## config.mk

```make
export PLATFORM = sky130hd
export DESIGN_NAME = lsc_config_regs
export DESIGN_NICKNAME = d
export VERILOG_FILES = /design/src/design/lsc_config_regs.v
export VERILOG_INCLUDE_DIRS = /design/src /design/src/pkg
export SDC_FILE = /design/constraint.sdc
export NUM_CORES = 1
export LEC_CHECK = 0
export BUFFER_PORTS_ARGS = -buffer_cell sky130_fd_sc_hd__buf_2
export CORE_MARGIN = 1.5
export CORE_UTILIZATION = 30
export DETAILED_ROUTE_END_ITERATION = 10
export PLACE_DENSITY = 0.49
export SYNTH_ARGS = -nofsm -noshare
export SYNTH_HDL_FRONTEND = slang
export SYNTH_SLANG_ARGS = --single-unit
```

## constraint.sdc

```tcl
create_clock -name ref_clk_i -period 2.8 [get_ports ref_clk_i]
set_input_delay 0.14 -clock ref_clk_i [delete_from_list [all_inputs] [get_ports ref_clk_i]]
set_output_delay 0.14 -clock ref_clk_i [all_outputs]
set_load 0.05 [all_outputs]
```

## src/pkg/lsc_consts.vh

```
/*
 * Constants of the light sensor configuration register block: pointer
 * offsets, field positions, reset values, codes and timing counts.
 * Assumes it is included by bare name from the design file.
 */
`ifndef LSC_CONSTS_VH
`define LSC_CONSTS_VH

// Bus address of the device (arbitrary value)
`define LSC_I2C_ADDR        7'h45

// Register pointers
`define LSC_PTR_MEAS_CFG    8'h0A
`define LSC_PTR_INTB_CFG    8'h0B

// Reset values
`define LSC_MEAS_RST        16'h3208
`define LSC_INTB_RST        16'h8011
`define LSC_INTB_FIXED      16'h8000
`define LSC_DIR_RST         1'h1
`define LSC_ICFG_RST        2'h0
`define LSC_BURST_RST       1'h1

// Measurement config field positions
`define LSC_FAST_STANDBY_WAKE_BIT       15
`define LSC_RSV14_BIT       14
`define LSC_RANGE_HI        13
`define LSC_RANGE_LO        10
`define LSC_CT_HI           9
`define LSC_CT_LO           6
`define LSC_MODE_HI         5
`define LSC_MODE_LO         4
`define LSC_LATCH_BIT       3
`define LSC_POL_BIT         2
`define LSC_FC_HI           1
`define LSC_FC_LO           0

// Interrupt and bus config field positions
`define LSC_DIR_BIT         4
`define LSC_ICFG_HI         3
`define LSC_ICFG_LO         2
`define LSC_RSV1_BIT        1
`define LSC_BURST_BIT       0

// Codes
`define LSC_RANGE_AUTO      4'hC
`define LSC_RANGE_MAX       4'h8
`define LSC_CT_MAX          4'hB
`define LSC_MODE_PDOWN      2'h0
`define LSC_MODE_OS_AUTO    2'h1
`define LSC_MODE_OS         2'h2
`define LSC_MODE_CONT       2'h3
`define LSC_ICFG_ALERT      2'h0
`define LSC_ICFG_EVERY      2'h1
`define LSC_ICFG_INVALID    2'h2
`define LSC_ICFG_FIFO4      2'h3
`define LSC_FIFO_DEPTH      2'h3

// Timing: a 1000 ns interrupt pulse at the 125 MHz clock
`define LSC_INT_PULSE_CYC   8'h7D

`endif
```

## src/design/lsc_config_regs.v

```verilog
/*
 * Configuration register pair of an ambient light sensor, reached over an
 * I2C target port, plus the threshold fault counting and interrupt pin
 * logic that these settings steer.
 * Assumes SCL, SDA and INT come from pins outside the clock domain, and
 * that conversion results and threshold compares arrive on ref_clk_i.
 */
// What this block does
// - Quick wake kept only in one-shot modes
// - Range field, code 12 auto-range default
// - Range codes 0-8 match result exponent, except in auto-range one-shot mode
// - Conversion time codes 0 to 11
// - Two-bit mode field, resets power-down
// - Latch bit selects latched threshold reporting
// - Polarity bit sets interrupt active level
// - Fault count selects 1,2,4,8 results
// - Direction bit: interrupt pin input or output
// - Interrupt source: alert, every conversion, invalid
// - Code 3 asserts every fourth conversion
// - Burst bit advances read pointer
// - Second register resets to 8011h
// - Flags need consecutive out-of-threshold results
`timescale 1ns/10ps
`include "lsc_consts.vh"

module lsc_config_regs (
    input  wire        ref_clk_i,
    input  wire        nrst_i,
    input  wire        scl_i,
    input  wire        sda_i,
    output wire        sda_o,
    output wire        sda_oe_n_o,
    input  wire        int_i,
    output reg         int_o,
    output wire        int_oe_n_o,
    output reg         int_trig_o,
    input  wire        conv_done_i,
    input  wire [3:0]  result_exp_i,
    input  wire        above_hi_i,
    input  wire        below_lo_i,
    input  wire        flag_clr_i,
    output reg         flag_h_o,
    output reg         flag_l_o,
    output wire [1:0]  op_mode_o,
    output wire [3:0]  range_o,
    output wire        auto_range_o,
    output wire [3:0]  conv_time_o,
    output wire        fast_standby_wake_o,
    output wire        exp_match_o,
    output wire        cfg_unsupported_o
);

    localparam [2:0] S_IDLE = 3'h0;
    localparam [2:0] S_ADDR = 3'h1;
    localparam [2:0] S_PTR  = 3'h2;
    localparam [2:0] S_WDAT = 3'h3;
    localparam [2:0] S_RDAT = 3'h4;
    localparam [2:0] S_IGN  = 3'h5;

    localparam [7:0] PULSE_CYC = `LSC_INT_PULSE_CYC;

    reg  [15:0] meas_q;
    reg         dir_q;
    reg  [1:0]  icfg_q;
    reg         burst_q;
    reg  [2:0]  scl_sync_q;
    reg  [2:0]  sda_sync_q;
    reg  [2:0]  int_sync_q;
    reg  [2:0]  state_q;
    reg  [2:0]  nxt_q;
    reg  [3:0]  bitc_q;
    reg         ack_q;
    reg  [7:0]  sh_q;
    reg  [7:0]  tx_q;
    reg         drv_q;
    reg  [7:0]  ptr_q;
    reg  [7:0]  wmsb_q;
    reg         widx_q;
    reg         ridx_q;
    reg  [3:0]  cnt_h_q;
    reg  [3:0]  cnt_l_q;
    reg  [1:0]  fifo_q;
    reg  [7:0]  pulse_q;

    wire        scl_s    = scl_sync_q[1];
    wire        sda_s    = sda_sync_q[1];
    wire        scl_rise = scl_s & ~scl_sync_q[2];
    wire        scl_fall = ~scl_s & scl_sync_q[2];
    wire        start_c  = scl_s & scl_sync_q[2] & sda_sync_q[2] & ~sda_s;
    wire        stop_c   = scl_s & scl_sync_q[2] & ~sda_sync_q[2] & sda_s;
    wire [7:0]  ptr_inc  = burst_q ? (ptr_q + 8'h01) : ptr_q;
    wire        pol      = meas_q[`LSC_POL_BIT];
    wire        latch    = meas_q[`LSC_LATCH_BIT];
    wire [3:0]  need     = 4'h1 << meas_q[`LSC_FC_HI:`LSC_FC_LO];

    // Read value under the pointer; unmapped pointers read zero
    // fixed upper field
    wire [15:0] intb_word = `LSC_INTB_FIXED | {11'h000, dir_q, icfg_q, 1'b0, burst_q};
    wire [15:0] rd_cur    = (ptr_q == `LSC_PTR_MEAS_CFG) ? meas_q :
                            (ptr_q == `LSC_PTR_INTB_CFG) ? intb_word : 16'h0000;

    // Two-flop synchronisers; third stage only for edge finding
    always @(posedge ref_clk_i) begin
        if (!nrst_i) begin
            scl_sync_q <= 3'h7;
            sda_sync_q <= 3'h7;
            // INT idles high under its pull-up, so no false edge follows reset
            int_sync_q <= 3'h7;
        end else begin
            scl_sync_q <= {scl_sync_q[1:0], scl_i};
            sda_sync_q <= {sda_sync_q[1:0], sda_i};
            int_sync_q <= {int_sync_q[1:0], int_i};
        end
    end

    // I2C target engine: sample on SCL rise, drive on SCL fall
    always @(posedge ref_clk_i) begin
        if (!nrst_i) begin
            state_q <= S_IDLE;
            nxt_q   <= S_IDLE;
            bitc_q  <= 4'h0;
            ack_q   <= 1'b0;
            sh_q    <= 8'h00;
            tx_q    <= 8'h00;
            drv_q   <= 1'b0;
            ptr_q   <= 8'h00;
            wmsb_q  <= 8'h00;
            widx_q  <= 1'b0;
            ridx_q  <= 1'b0;
            meas_q  <= `LSC_MEAS_RST;
            dir_q   <= `LSC_DIR_RST;
            icfg_q  <= `LSC_ICFG_RST;
            burst_q <= `LSC_BURST_RST;
        end else if (start_c) begin
            state_q <= S_ADDR;
            bitc_q  <= 4'h0;
            ack_q   <= 1'b0;
            drv_q   <= 1'b0;
        end else if (stop_c) begin
            state_q <= S_IDLE;
            drv_q   <= 1'b0;
        end else if (state_q != S_IDLE && state_q != S_IGN) begin
            if (scl_rise) begin
                if (!ack_q) begin
                    sh_q   <= {sh_q[6:0], sda_s};
                    bitc_q <= bitc_q + 4'h1;
                end else if (state_q == S_RDAT && sda_s) begin
                    // Host NACK ends the read
                    state_q <= S_IGN;
                end
            end else if (scl_fall) begin
                if (!ack_q && bitc_q == 4'h8) begin
                    ack_q <= 1'b1;
                    case (state_q)
                        S_ADDR: begin
                            if (sh_q[7:1] == `LSC_I2C_ADDR) begin
                                drv_q <= 1'b1;
                                nxt_q <= sh_q[0] ? S_RDAT : S_PTR;
                            end else begin
                                state_q <= S_IGN;
                            end
                        end
                        S_PTR: begin
                            ptr_q  <= sh_q;
                            widx_q <= 1'b0;
                            drv_q  <= 1'b1;
                            nxt_q  <= S_WDAT;
                        end
                        S_WDAT: begin
                            drv_q  <= 1'b1;
                            nxt_q  <= S_WDAT;
                            widx_q <= ~widx_q;
                            if (!widx_q) begin
                                wmsb_q <= sh_q;
                            end else if (ptr_q == `LSC_PTR_MEAS_CFG) begin
                                meas_q <= {wmsb_q, sh_q} & ~(16'h0001 << `LSC_RSV14_BIT);
                            end else if (ptr_q == `LSC_PTR_INTB_CFG) begin
                                dir_q   <= sh_q[`LSC_DIR_BIT];
                                icfg_q  <= sh_q[`LSC_ICFG_HI:`LSC_ICFG_LO];
                                burst_q <= sh_q[`LSC_BURST_BIT];
                            end
                        end
                        S_RDAT: begin
                            drv_q <= 1'b0;
                            nxt_q <= S_RDAT;
                        end
                        default: begin
                            state_q <= S_IGN;
                        end
                    endcase
                end else if (ack_q) begin
                    ack_q   <= 1'b0;
                    bitc_q  <= 4'h0;
                    state_q <= nxt_q;
                    drv_q   <= 1'b0;
                    if (nxt_q == S_RDAT) begin
                        // Both halves come from ptr_q; the pointer only moves
                        // in the cycle the low byte is loaded into tx_q, so a word never tears
                        if (state_q == S_ADDR || !ridx_q) begin
                            ridx_q <= 1'b1;
                            tx_q   <= rd_cur[15:8];
                            drv_q  <= ~rd_cur[15];
                        end else begin
                            ridx_q <= 1'b0;
                            ptr_q  <= ptr_inc;
                            tx_q   <= rd_cur[7:0];
                            drv_q  <= ~rd_cur[7];
                        end
                    end
                end else if (state_q == S_RDAT && bitc_q != 4'h0) begin
                    drv_q <= ~tx_q[3'h7 - bitc_q[2:0]];
                end
            end
        end
    end

    // Open drain: only ever pulls low
    assign sda_o      = 1'b0;
    assign sda_oe_n_o = ~drv_q;

    // quick wake only in one-shot modes
    assign fast_standby_wake_o = meas_q[`LSC_FAST_STANDBY_WAKE_BIT] &
        ((op_mode_o == `LSC_MODE_OS) | (op_mode_o == `LSC_MODE_OS_AUTO));
    assign op_mode_o    = meas_q[`LSC_MODE_HI:`LSC_MODE_LO];
    assign range_o      = meas_q[`LSC_RANGE_HI:`LSC_RANGE_LO];
    assign auto_range_o = (range_o == `LSC_RANGE_AUTO) | (op_mode_o == `LSC_MODE_OS_AUTO);
    assign exp_match_o  = ~auto_range_o & (range_o <= `LSC_RANGE_MAX) & (result_exp_i == range_o);
    assign conv_time_o  = meas_q[`LSC_CT_HI:`LSC_CT_LO];
    assign cfg_unsupported_o = ((range_o > `LSC_RANGE_MAX) & (range_o != `LSC_RANGE_AUTO)) |
        (conv_time_o > `LSC_CT_MAX) | (icfg_q == `LSC_ICFG_INVALID);

    always @(posedge ref_clk_i) begin
        if (!nrst_i) begin
            cnt_h_q  <= 4'h0;
            cnt_l_q  <= 4'h0;
            flag_h_o <= 1'b0;
            flag_l_o <= 1'b0;
        end else if (conv_done_i) begin
            cnt_h_q <= above_hi_i ? ((cnt_h_q < need) ? cnt_h_q + 4'h1 : cnt_h_q) : 4'h0;
            cnt_l_q <= below_lo_i ? ((cnt_l_q < need) ? cnt_l_q + 4'h1 : cnt_l_q) : 4'h0;
            // latched flags hold, transparent ones follow
            if (above_hi_i && cnt_h_q + 4'h1 >= need) begin
                flag_h_o <= 1'b1;
            end else if (!latch || flag_clr_i) begin
                flag_h_o <= 1'b0;
            end
            if (below_lo_i && cnt_l_q + 4'h1 >= need) begin
                flag_l_o <= 1'b1;
            end else if (!latch || flag_clr_i) begin
                flag_l_o <= 1'b0;
            end
        end else if (flag_clr_i) begin
            flag_h_o <= 1'b0;
            flag_l_o <= 1'b0;
        end
    end

    // Interrupt pin: pulse stretch so a slow host can see it
    always @(posedge ref_clk_i) begin
        if (!nrst_i) begin
            fifo_q     <= 2'h0;
            pulse_q    <= 8'h00;
            int_o      <= 1'b1;
            int_trig_o <= 1'b0;
        end else begin
            if (conv_done_i) begin
                fifo_q <= fifo_q + 2'h1;
            end
            if (conv_done_i && (icfg_q == `LSC_ICFG_EVERY)) begin
                pulse_q <= PULSE_CYC;
            end else if (conv_done_i && (icfg_q == `LSC_ICFG_FIFO4) && (fifo_q == `LSC_FIFO_DEPTH)) begin
                pulse_q <= PULSE_CYC;
            end else if (pulse_q != 8'h00) begin
                pulse_q <= pulse_q - 8'h01;
            end
            if (icfg_q == `LSC_ICFG_ALERT) begin
                int_o <= ~((flag_h_o | flag_l_o) ^ pol);
            end else begin
                int_o <= ~((pulse_q != 8'h00) ^ pol);
            end
            // Trigger input when the pin faces inward
            int_trig_o <= ~dir_q & ((int_sync_q[1] ^ ~pol) & ~(int_sync_q[2] ^ ~pol));
        end
    end

    assign int_oe_n_o = ~dir_q;

endmodule

```

==> results of run 1 <==
[area by class of cell]
cell class / count / share of cell area
inverter: 26 / 0.0171
timing repair buffer: 41 / 0.0411
clock buffer: 11 / 0.0424
clock inverter: 5 / 0.0114
tap: 220 / 0.0481
sequential: 95 / 0.332
multi-input combinational: 457 / 0.508
[state kept, by name (all words and copies together) (netlist names), 4 cells and up]
name     flops
ptr_q        8
sh_q         8
bitc_q       4
pulse_q      8
cnt_h_q      4
cnt_l_q      4
tx_q         8
meas_q      15
wmsb_q       7
[per-layer routing]
layer	vias to the layer above	global-route usage	part of all wire
li1	2162	-	-
met4	0	0.0556	0.018
met2	60	0.224	0.44
met3	13	0.0247	0.029
met1	1951	0.199	0.51
met5	-	0	0
[what timing repair did]
item                                    CTS  global route
endpoints found under the setup margin    0             0
setup buffers                             0             0
hold buffers                              3             0
endpoints found under the hold margin     3             0
[kinds of logic after synthesis]
| group | count (synthesis) |
|---|---|
| simple gates | 254 |
| compound gates | 131 |
| flops | 95 |
| buf+inv | 62 |
| fa+ha+maj | 30 |
| mux | 28 |
| xor+xnor | 13 |
| other cells | 1 |
[worst max-delay path, stage by stage, from the launching register on]
cell	delay [ps]
dfxtp_1	360
inv_1	110
ha_1	230
and4bb_2	410
and3_1	250
nand4_4	150
or2_1	430
nand2_1	140
a21oi_1	70
[power groups by stage]
stage               Sequential, mW  Clock (mW)  Combinational (mW)
global route                  1.48        1.38               0.483
finish                        1.47        1.29               0.426
floorplan                     1.50           0               0.331
detailed placement            1.50           0               0.423
global placement              1.50           0               0.413
CTS                           1.47        1.32               0.430
[synth_stat cells, drive strengths merged (6+ instances only)]
library cell	count	area share
a211oi	10	0.015
a21boi	6	0.011
a21oi	45	0.044
and3	8	0.0098
buf	19	0.025
clkbuf	17	0.013
dfxtp	95	0.37
ha	30	0.074
inv	26	0.019
mux2i	24	0.047
nand2	97	0.073
nand2b	18	0.025
nand3	21	0.021
nor2	59	0.045
nor2b	8	0.0098
nor3	12	0.015
o211ai	6	0.0098
o21ai	30	0.029
o22ai	8	0.0098
or3	7	0.0086
xnor2	8	0.014
[stage by stage]
step	cell area [um^2]	power [mW]	setup WS, ps
floorplan	5100	1.83	173
global placement	5380	1.91	568
detailed placement	5380	1.93	508
CTS	5720	3.22	499
global route	5720	3.35	309
finish	5720	3.19	496
[path summary, 6_finish.rpt]
check / endpoint / slack [ps] / depth (start not counted)
setup / recovery: meas_q[6]$_SDFFE_PN0P_ / 500 / 8
setup reg to reg: meas_q[6]$_SDFFE_PN0P_ / 500 / 8
hold reg to reg: sda_sync_q[1]$_SDFF_PN1_ / 410 / 1
hold / removal: flag_h_o$_SDFFE_PN0P_ / 70 / 4
==> summary.md, run 1 <==
| Metric | Value |
|---|---|
| RD Place Congestion | 0.828 |
| Clock Latency Late Sink | 350 ps |
| Placed cells | 836 |
| Max-cap violations | 0 |
| CTS tree | built |
| Synthesized cell area | 5100 um^2 |
| Ys Warns | 0 |
| Area added between synthesis and finish | 12.3% |
| Initial antenna violation count | 0 |
| Kind of critical path | reg -> reg |
| Total track usage | 0.144 |
| Finished Core Util | 0.345 |
| Sw Ratio | 0.270 |
| Most frequent cells in the layout | nand2_1 (96), dfxtp_1 (95), nor2_1 (58) |
| Setup crit start | bitc_q[0]$_SDFFE_PP0P_ |
| Min-Delay Path Class | in -> reg |
| Bufs on Longest Clock Path | 2 |
| Cts bufs inserted | 9 |
| Distinct cell type count after synthesis | 62 |
| Sequential share of the synthesized area | 0.373 |
| Vias/cell | 4.90 |
| Post-DP HPWL | 8.93 mm |
| Post-layout instance count excluding filler cells | 855 |
| Combinational power share | 0.134 |
| Fillers | 1712 |
| CP Launch Type | register |
| Xor/xnor cell area share of the yosys netlist | 0.0223 |
| Fin crit share | 0.823 |
| Power Dens Cells | 557 nW/um^2 |
| Post-synthesis mux area share | 0.0604 |
| Area of the multi-input gates | 2900 um^2 |
| Status | completed |
| EDFF count, synth | 0 |
| Final WL | 12.4 mm |
| Synth Area in Compound Gates | 0.164 |
| Fmax | 0.434 GHz |
| Final nets | 673 |
| Leak pwr | 2.14 nW |
| Core area | 16600 um^2 |
| First-pass GRT wire length | 20.5 mm |
| Syn avg cell area | 8.30 um^2 |
| Internal | 2.33 mW |
| Setup_tns | 0 ps |
| Max-slew violations | 0 |
| Layout Skew | 13.8 ps |
| Sequential Power Share | 0.461 |
| Hold Slack | 69.9 ps |
| Worst R2R Start | bitc_q[0]$_SDFFE_PP0P_ |
| Clock group share of total power | 0.405 |
| Required time worst endpoint | 3010 ps |
| Synth Register Bits | 95 |
| Fin. Hold Viols | 0 |
| Drc violations | 0 |
| Post-Synthesis Cells | 614 |
| Post-cts resize count | 0 |
| Setup violators final | 0 |
| Prevailing post-synth register cell | dfxtp_1 |
| Rows | 47 |
| Port bufs | 32 |
| Ys async rst share | 0 |
| Worst EP arrival | 2520 ps |
| Number of global-route vias before repair | 3980 |
| Worst Max-Slew Pin Slew | 701 ps |
| Largest net degree at the start of global routing | 45 |
| RSZ-0062 raised after global routing | false |
| CTS Root Cell | clkbuf_16 |
| Top Ports | 34 |
| Peak supply drop | 0.000293 V |
| Crit path max fanout | 13 |
| Initial DRC count | 220 |
| Fin crit period | 2300 ps |
| Largest family of logic cells by synthesized area | simple AND/OR/NAND/NOR gates |
| Wire length per cell | 14.5 um |
| Initial Util | 0.307 |
| Register clock-pin slew on the reported worst setup and hold paths | 70 ps |
| Remaining antenna violation count | 0 |
| Clock sinks | 95 |
| Commonest non-fill, non-tap cell in the layout | nand2_1 |
| Gr ovfl total | 0 |
| DIE WIDTH | 133 um |
| Simple-gate share of the synthesized area | 0.249 |
| H-tree Lvls | 3 |
| DIE AREA | 17800 um^2 |
| FF/Latch Area | 1900 um^2 |
| ANT cells | 0 |
| Critical path endpoint category | register |
| NetSw | 860 uW |
| Min-Delay Startpoint | flag_clr_i |
| Total vias in the final route | 4186 |
| Pre-Repair DR Iteration Count | 4 |
| Slew HR | 0.528 |
| Layout cell share with drive strength beyond 1 | 0.123 |
| Synth Area in Adders | 0.0737 |
| Syn_nets | 657 |
| Die Y | 133 um |
No activity file was read; power rests on OpenSTA's default activity.
==> run 2, diff against run 1 <==
==> constraint.sdc (replaced) <==
create_clock -name ref_clk_i -period 2.3 [get_ports ref_clk_i]
set_input_delay 0.115 -clock ref_clk_i [delete_from_list [all_inputs] [get_ports ref_clk_i]]
set_output_delay 0.115 -clock ref_clk_i [all_outputs]
set_load 0.05 [all_outputs]
==> run 2 against run 1 <==
Count of clock-buffer cells in the layout down 2. Largest power group unchanged. Register-to-register slack worse by 340 ps. Hold slack worse by 26 ps.
==> summary.md, run 2 (synthesis gave the netlist of run 1 again) <==
| Metric | Value |
|---|---|
| Top Ports | 34 (unchanged) |
| First-pass GRT wire length | 20.9 mm (was 20.5 mm) |
| Peak supply drop | 0.000355 V (was 0.000293 V) |
| Port bufs | 32 (unchanged) |
| Clock Latency Late Sink | 360 ps (was 350 ps) |
| Post-DP HPWL | 9.37 mm (was 8.93 mm) |
| Commonest non-fill, non-tap cell in the layout | nand2_1 (unchanged) |
| Initial DRC count | 266 (was 220) |
| Post-Layout Inst Area | 5910 um^2 (was 5720 um^2) |
| H-tree Lvls | 3 (unchanged) |
| Final nets | 696 (was 673) |
| Layout Skew | 7.10 ps (was 13.8 ps) |
| Most frequent cells in the layout | nand2_1 (96), dfxtp_1 (95), nor2_1 (58) (unchanged) |
| Core area | 16600 um^2 (unchanged) |
| Leak pwr | 2.27 nW (was 2.14 nW) |
| Power Dens Cells | 665 nW/um^2 (was 557 nW/um^2) |
| Status | completed (unchanged) |
| Total track usage | 0.147 (was 0.144) |
| Final WL | 12.6 mm (was 12.4 mm) |
| Cts bufs inserted | 9 (unchanged) |
| Largest Register | meas_q (unchanged) |
| Number of global-route vias before repair | 4170 (was 3980) |
| CP Launch Type | register (unchanged) |
| RSZ-0062 raised after global routing | false (unchanged) |
| Max Used Layer | met4 (unchanged) |
| Largest register FFs | 15 (unchanged) |
| Min-Delay Path Class | in -> reg (unchanged) |
| Layout cell share with drive strength beyond 1 | 0.158 (was 0.123) |
| Initial antenna violation count | 0 (unchanged) |
| Worst EP arrival | 2380 ps (was 2520 ps) |
| Largest net degree at the start of global routing | 27 (was 45) |
| Slew HR | 0.564 (was 0.528) |
| DP Area | 5560 um^2 (was 5380 um^2) |
| Total vias in the final route | 4282 (was 4186) |
| Pre-Repair DR Iteration Count | 4 (unchanged) |
| DIE WIDTH | 133 um (unchanged) |
| Area added between synthesis and finish | 16.0% (was 12.3%) |
| ANT cells | 0 (unchanged) |
| Drc violations | 0 (unchanged) |
| Routed length on met1 | 6.48 mm (was 6.33 mm) |
| Fin. Hold Viols | 0 (unchanged) |
| Crit path max fanout | 6 (was 13) |
| R2R setup slack | 160 ps (was 500 ps) |
| Bufs on Longest Clock Path | 2 (unchanged) |
| Setup_tns | 0 ps (unchanged) |
| Wire length per cell | 14.3 um (was 14.5 um) |
| Setup Buffers After CTS | 0 (unchanged) |
| Gr ovfl total | 0 (unchanged) |
| Met2 wire length | 5.54 mm (was 5.46 mm) |
| Max-slew violations | 0 (unchanged) |
| Remaining antenna violation count | 0 (unchanged) |
| Kind of critical path | reg -> reg (unchanged) |
| Critical path endpoint category | register (unchanged) |
| Hold Slack | 44.3 ps (was 69.9 ps) |
| Pwr Total | 3.93 mW (was 3.19 mW) |
| CTS Root Cell | clkbuf_16 (unchanged) |
| DIE AREA | 17800 um^2 (unchanged) |
| Fillers | 1739 (was 1712) |
| Rows | 47 (unchanged) |
| Fmax | 0.467 GHz (was 0.434 GHz) |
| CTS tree | built (unchanged) |
| Fin crit period | 2140 ps (was 2300 ps) |
| Post-layout instance count excluding filler cells | 878 (was 855) |
| Fin crit share | 0.932 (was 0.823) |
| Setup violators final | 0 (unchanged) |
| Max-cap violations | 0 (unchanged) |
| Initial Util | 0.307 (unchanged) |
| Placed cells | 859 (was 836) |
| Clock sinks | 95 (unchanged) |
| Met3 wire len | 334 um (was 361 um) |
| Required time worst endpoint | 2530 ps (was 3010 ps) |
| Vias/cell | 4.88 (was 4.90) |
| Register clock-pin slew on the reported worst setup and hold paths | 70 ps (about the same) |
| Die Y | 133 um (unchanged) |
| Worst Max-Slew Pin Slew | 647 ps (was 701 ps) |
| RD Place Congestion | 0.804 (was 0.828) |
## run 2: cell type report
type                    instances  area [um^2]  area share
repair buffers                 64          408      0.0690
clock buffers                   9          225      0.0381
multi-input cells             457         2910       0.493
inverters                      26         97.6      0.0165
flip-flops and latches         95         1900       0.322
well taps                     220          275      0.0466
clock inverters                 7         88.8      0.0150
## run 2: final timing paths
kind	from	end	depth (start not counted)
hold / removal	flag_clr_i	flag_l_o$_SDFFE_PN0P_	4
hold reg to reg	sda_sync_q[0]$_SDFF_PN1_	sda_sync_q[1]$_SDFF_PN1_	1
setup reg to reg	meas_q[1]$_SDFFE_PN0P_	cnt_l_q[1]$_SDFFE_PN0P_	8
setup / recovery	meas_q[1]$_SDFFE_PN0P_	cnt_l_q[1]$_SDFFE_PN0P_	8
## run 2: stage by stage
stage,setup slack [ps],util
final,157,0.356
after floorplan,242,-
after global routing,23.5,0.356
after detailed placement,221,0.335
after CTS,202,0.356
after global placement,242,0.335
## run 2: metal layers
| metal | vias to the layer above | track usage |
|---|---|---|
| met2 | 51 | 0.227 |
| met3 | 12 | 0.0232 |
| met1 | 2012 | 0.204 |
| met4 | 0 | 0.0610 |
| met5 | - | 0 |
| li1 | 2207 | - |
## run 2: worst max-delay path, cell delays in order (launching register included)
cell	delay, ps
dfxtp_1	450
nand2b_1	240
ha_1	260
nor2b_1	130
o21a_1	170
o21ai_0	210
nand2b_1	120
a21oi_1	310
o22ai_1	140
## run 2: power by group
part	internal [mW]	switching (mW)	total, mW	leakage [nW]
clock	0.872	0.720	1.59	0.152
sequential	1.73	0.0665	1.79	0.770
combinational	0.247	0.297	0.544	1.34
total	2.85	1.08	3.93	2.27
## run 2: what timing repair did
action                                  CTS  global route
gates resized for setup                   0             2
hold endpoints to repair                  3             0
endpoints found under the setup margin    0             2
hold buffers                              3             0
==> run 3, diff against run 2 <==
--- a/config.mk
+++ b/config.mk
@@ -7,6 +7,7 @@
 export NUM_CORES = 1
 export LEC_CHECK = 0
 export BUFFER_PORTS_ARGS = -buffer_cell sky130_fd_sc_hd__buf_2
+export CORE_ASPECT_RATIO = 1.1
 export CORE_MARGIN = 1.5
 export CORE_UTILIZATION = 30
 export DETAILED_ROUTE_END_ITERATION = 10
==> run 3 against run 2 <==
Utilization grew 0.13 points. Critical path depth is the same. Count of clock-buffer cells in the layout grew 1. Critical path type unchanged. Largest power group unchanged.
==> summary.md, run 3 (synthesis gave the netlist of run 1 again) <==
| Metric | Value |
|---|---|
| Gr ovfl total | 0 (unchanged) |
| CTS Root Cell | clkbuf_16 (unchanged) |
| Setup violators final | 0 (unchanged) |
| RSZ-0062 raised after global routing | false (unchanged) |
| RD Place Congestion | 0.848 (was 0.804) |
| Number of global-route vias before repair | 4192 (was 4170) |
| Vias/cell | 5.03 (was 4.88) |
| Wire length per cell | 14.7 um (was 14.3 um) |
| Drc violations | 0 (unchanged) |
| Layout cell share with drive strength beyond 1 | 0.155 (was 0.158) |
| R2R setup slack | 190 ps (was 160 ps) |
| Fmax | 0.474 GHz (was 0.467 GHz) |
| Worst EP arrival | 2350 ps (was 2380 ps) |
| Setup_tns | 0 ps (unchanged) |
| GR Layer Usage met1 | 0.200 (was 0.204) |
| Fillers | 1677 (was 1739) |
| Die Y | 140 um (was 133 um) |
| Cts bufs inserted | 9 (unchanged) |
| Port bufs | 32 (unchanged) |
| Clock Latency Late Sink | 350 ps (was 360 ps) |
| Initial Util | 0.309 (was 0.307) |
| Area added between synthesis and finish | 15.8% (was 16.0%) |
| Power Dens Cells | 678 nW/um^2 (was 665 nW/um^2) |
| Total vias in the final route | 4308 (was 4282) |
| Peak supply drop | 0.000305 V (was 0.000355 V) |
| Clock sinks | 95 (unchanged) |
| DP Area | 5530 um^2 (was 5560 um^2) |
| CP Launch Type | register (unchanged) |
| H-tree Lvls | 3 (unchanged) |
| Worst R2R Start | meas_q[1]$_SDFFE_PN0P_ (unchanged) |
| First-pass GRT wire length | 21.0 mm (was 20.9 mm) |
| Largest Register | meas_q (unchanged) |
| Min-Delay Startpoint | flag_clr_i (unchanged) |
| Min-Delay Path Class | in -> reg (unchanged) |
| Slew HR | 0.537 (was 0.564) |
| Initial antenna violation count | 0 (unchanged) |
| GRT met2 Usage | 0.234 (was 0.227) |
| Rows | 49 (was 47) |
| DIE WIDTH | 127 um (was 133 um) |
| Initial DRC count | 291 (was 266) |
| Largest net degree at the start of global routing | 32 (was 27) |
| Commonest non-fill, non-tap cell in the layout | nand2_1 (unchanged) |
| Reg2Reg Depth | 8 (unchanged) |
| Max-cap violations | 0 (unchanged) |
| Final nets | 691 (was 696) |
| Critical path endpoint category | register (unchanged) |
| Fin. Hold Viols | 0 (unchanged) |
| Hold path depth | 4 (unchanged) |
| Layer with the highest usage | met2 (unchanged) |
| Post-Layout Inst Area | 5900 um^2 (was 5910 um^2) |
| GR Util met3 | 0.0208 (was 0.0232) |
| Kind of critical path | reg -> reg (unchanged) |
| Max-slew violations | 0 (unchanged) |
| Pre-Repair DR Iteration Count | 7 (was 4) |
| Most frequent cells in the layout | nand2_1 (96), dfxtp_1 (95), nor2_1 (58) (unchanged) |
| Bufs on Longest Clock Path | 2 (unchanged) |
| Post-DP HPWL | 9.15 mm (was 9.37 mm) |
| Core area | 16500 um^2 (was 16600 um^2) |
| Required time worst endpoint | 2540 ps (was 2530 ps) |
| Top Ports | 34 (unchanged) |
| Worst Max-Slew Pin Slew | 687 ps (was 647 ps) |
| Crit path max fanout | 6 (unchanged) |
| Final WL | 12.6 mm (about the same) |
| RR Endpoint | cnt_l_q[2]$_SDFFE_PN0P_ (was cnt_l_q[1]$_SDFFE_PN0P_) |
| Total track usage | 0.147 (about the same) |
| Largest register FFs | 15 (unchanged) |
| Register clock-pin slew on the reported worst setup and hold paths | 70 ps (about the same) |
| DIE AREA | 17800 um^2 (about the same) |
| Remaining antenna violation count | 0 (unchanged) |
| ANT cells | 0 (unchanged) |
| Layout Skew | 13.0 ps (was 7.10 ps) |
| Fin crit share | 0.916 (was 0.932) |
| Leak pwr | 2.26 nW (was 2.27 nW) |
| Fin crit period | 2110 ps (was 2140 ps) |
| Hold EP | flag_l_o$_SDFFE_PN0P_ (unchanged) |
| Status | completed (unchanged) |
| CTS tree | built (unchanged) |
==> run 3: changes by cell type in the layout (fill, tap and decap cells not counted), sizes merged <==
| cell | change |
|---|---|
| inv | -3 |
| clkinv | +2 |
| clkbuf | +1 |
| bufinv | +1 |
| clkinvlp | -1 |
| buf | -5 |
==> run 3: cell type report <==
class / instances / area [um^2] / share of cell area
Tap cell: 204 / 255 / 0.0433
Clock buffer: 10 / 239 / 0.0405
Inverter: 26 / 97.6 / 0.0165
Timing Repair Buffer: 59 / 395 / 0.0670
Sequential cell: 95 / 1900 / 0.322
Clock inverter: 6 / 91.3 / 0.0155
Multi-Input combinational cell: 457 / 2920 / 0.495
==> run 3: layer usage <==
| metal | up-vias | part of all wire | routed length [um] |
|---|---|---|---|
| met4 | 0 | 0.020 | 255 |
| met2 | 93 | 0.45 | 5690 |
| met5 | - | 0 | 0 |
| met1 | 2006 | 0.49 | 6240 |
| li1 | 2190 | - | - |
| met3 | 19 | 0.033 | 422 |
==> run 3: how the worst max path moves through the flow <==
stage	startpoint	endpoint	slack, ps
2_1_floorplan	scl_sync_q[2]$_SDFF_PN1_	state_q[0]$_SDFFE_PN0P_	240
4_1_cts	bitc_q[0]$_SDFFE_PP0P_	meas_q[0]$_SDFFE_PN0P_	150
6_report	meas_q[1]$_SDFFE_PN0P_	cnt_l_q[2]$_SDFFE_PN0P_	190
5_1_grt	meas_q[1]$_SDFFE_PN0P_	cnt_h_q[0]$_SDFFE_PN0P_	6
3_5_place_dp	bitc_q[0]$_SDFFE_PP0P_	meas_q[0]$_SDFFE_PN0P_	170
3_3_place_gp	bitc_q[0]$_SDFFE_PP0P_	meas_q[0]$_SDFFE_PN0P_	220
==> run 3: where the power goes <==
group          total [mW]  switching [mW]  internal [mW]
Clock                1.66           0.674          0.989
Combinational       0.546           0.298          0.248
Sequential           1.79          0.0638           1.73
==> run 3: worst max-delay path, cell delays in order (launching register included) <==
cell	delay [ps]
dfxtp_1	430
nand2b_1	240
ha_1	260
nor2b_1	130
o21a_1	160
o21ai_0	240
nand2b_1	140
o221a_2	260
o21a_1	160
==> run 3: what timing repair did <==
| item | in CTS | in global routing |
|---|---|---|
| setup endpoints to repair | 0 | 15 |
| hold buffers | 3 | 0 |
| resized for setup | 0 | 3 |
| endpoints found under the hold margin | 3 | 0 |
| buffers inserted | 0 | 0 |
==> run 3: per-stage QoR <==
| stage | hold WS [ps] | total power [mW] | instances | setup slack (ps) | utilization |
|---|---|---|---|---|---|
| after floorplan | 216 | 2.23 | 614 | 242 | - |
| after global placement | 300 | 2.36 | 838 | 215 | 0.335 |
| after detailed placement | 302 | 2.37 | 838 | 171 | 0.335 |
| after CTS | 47.3 | 4.05 | 857 | 151 | 0.357 |
| after global routing | 79.0 | 4.20 | 857 | 6.16 | 0.358 |
| final | 56.7 | 4.00 | 857 | 192 | 0.358 |
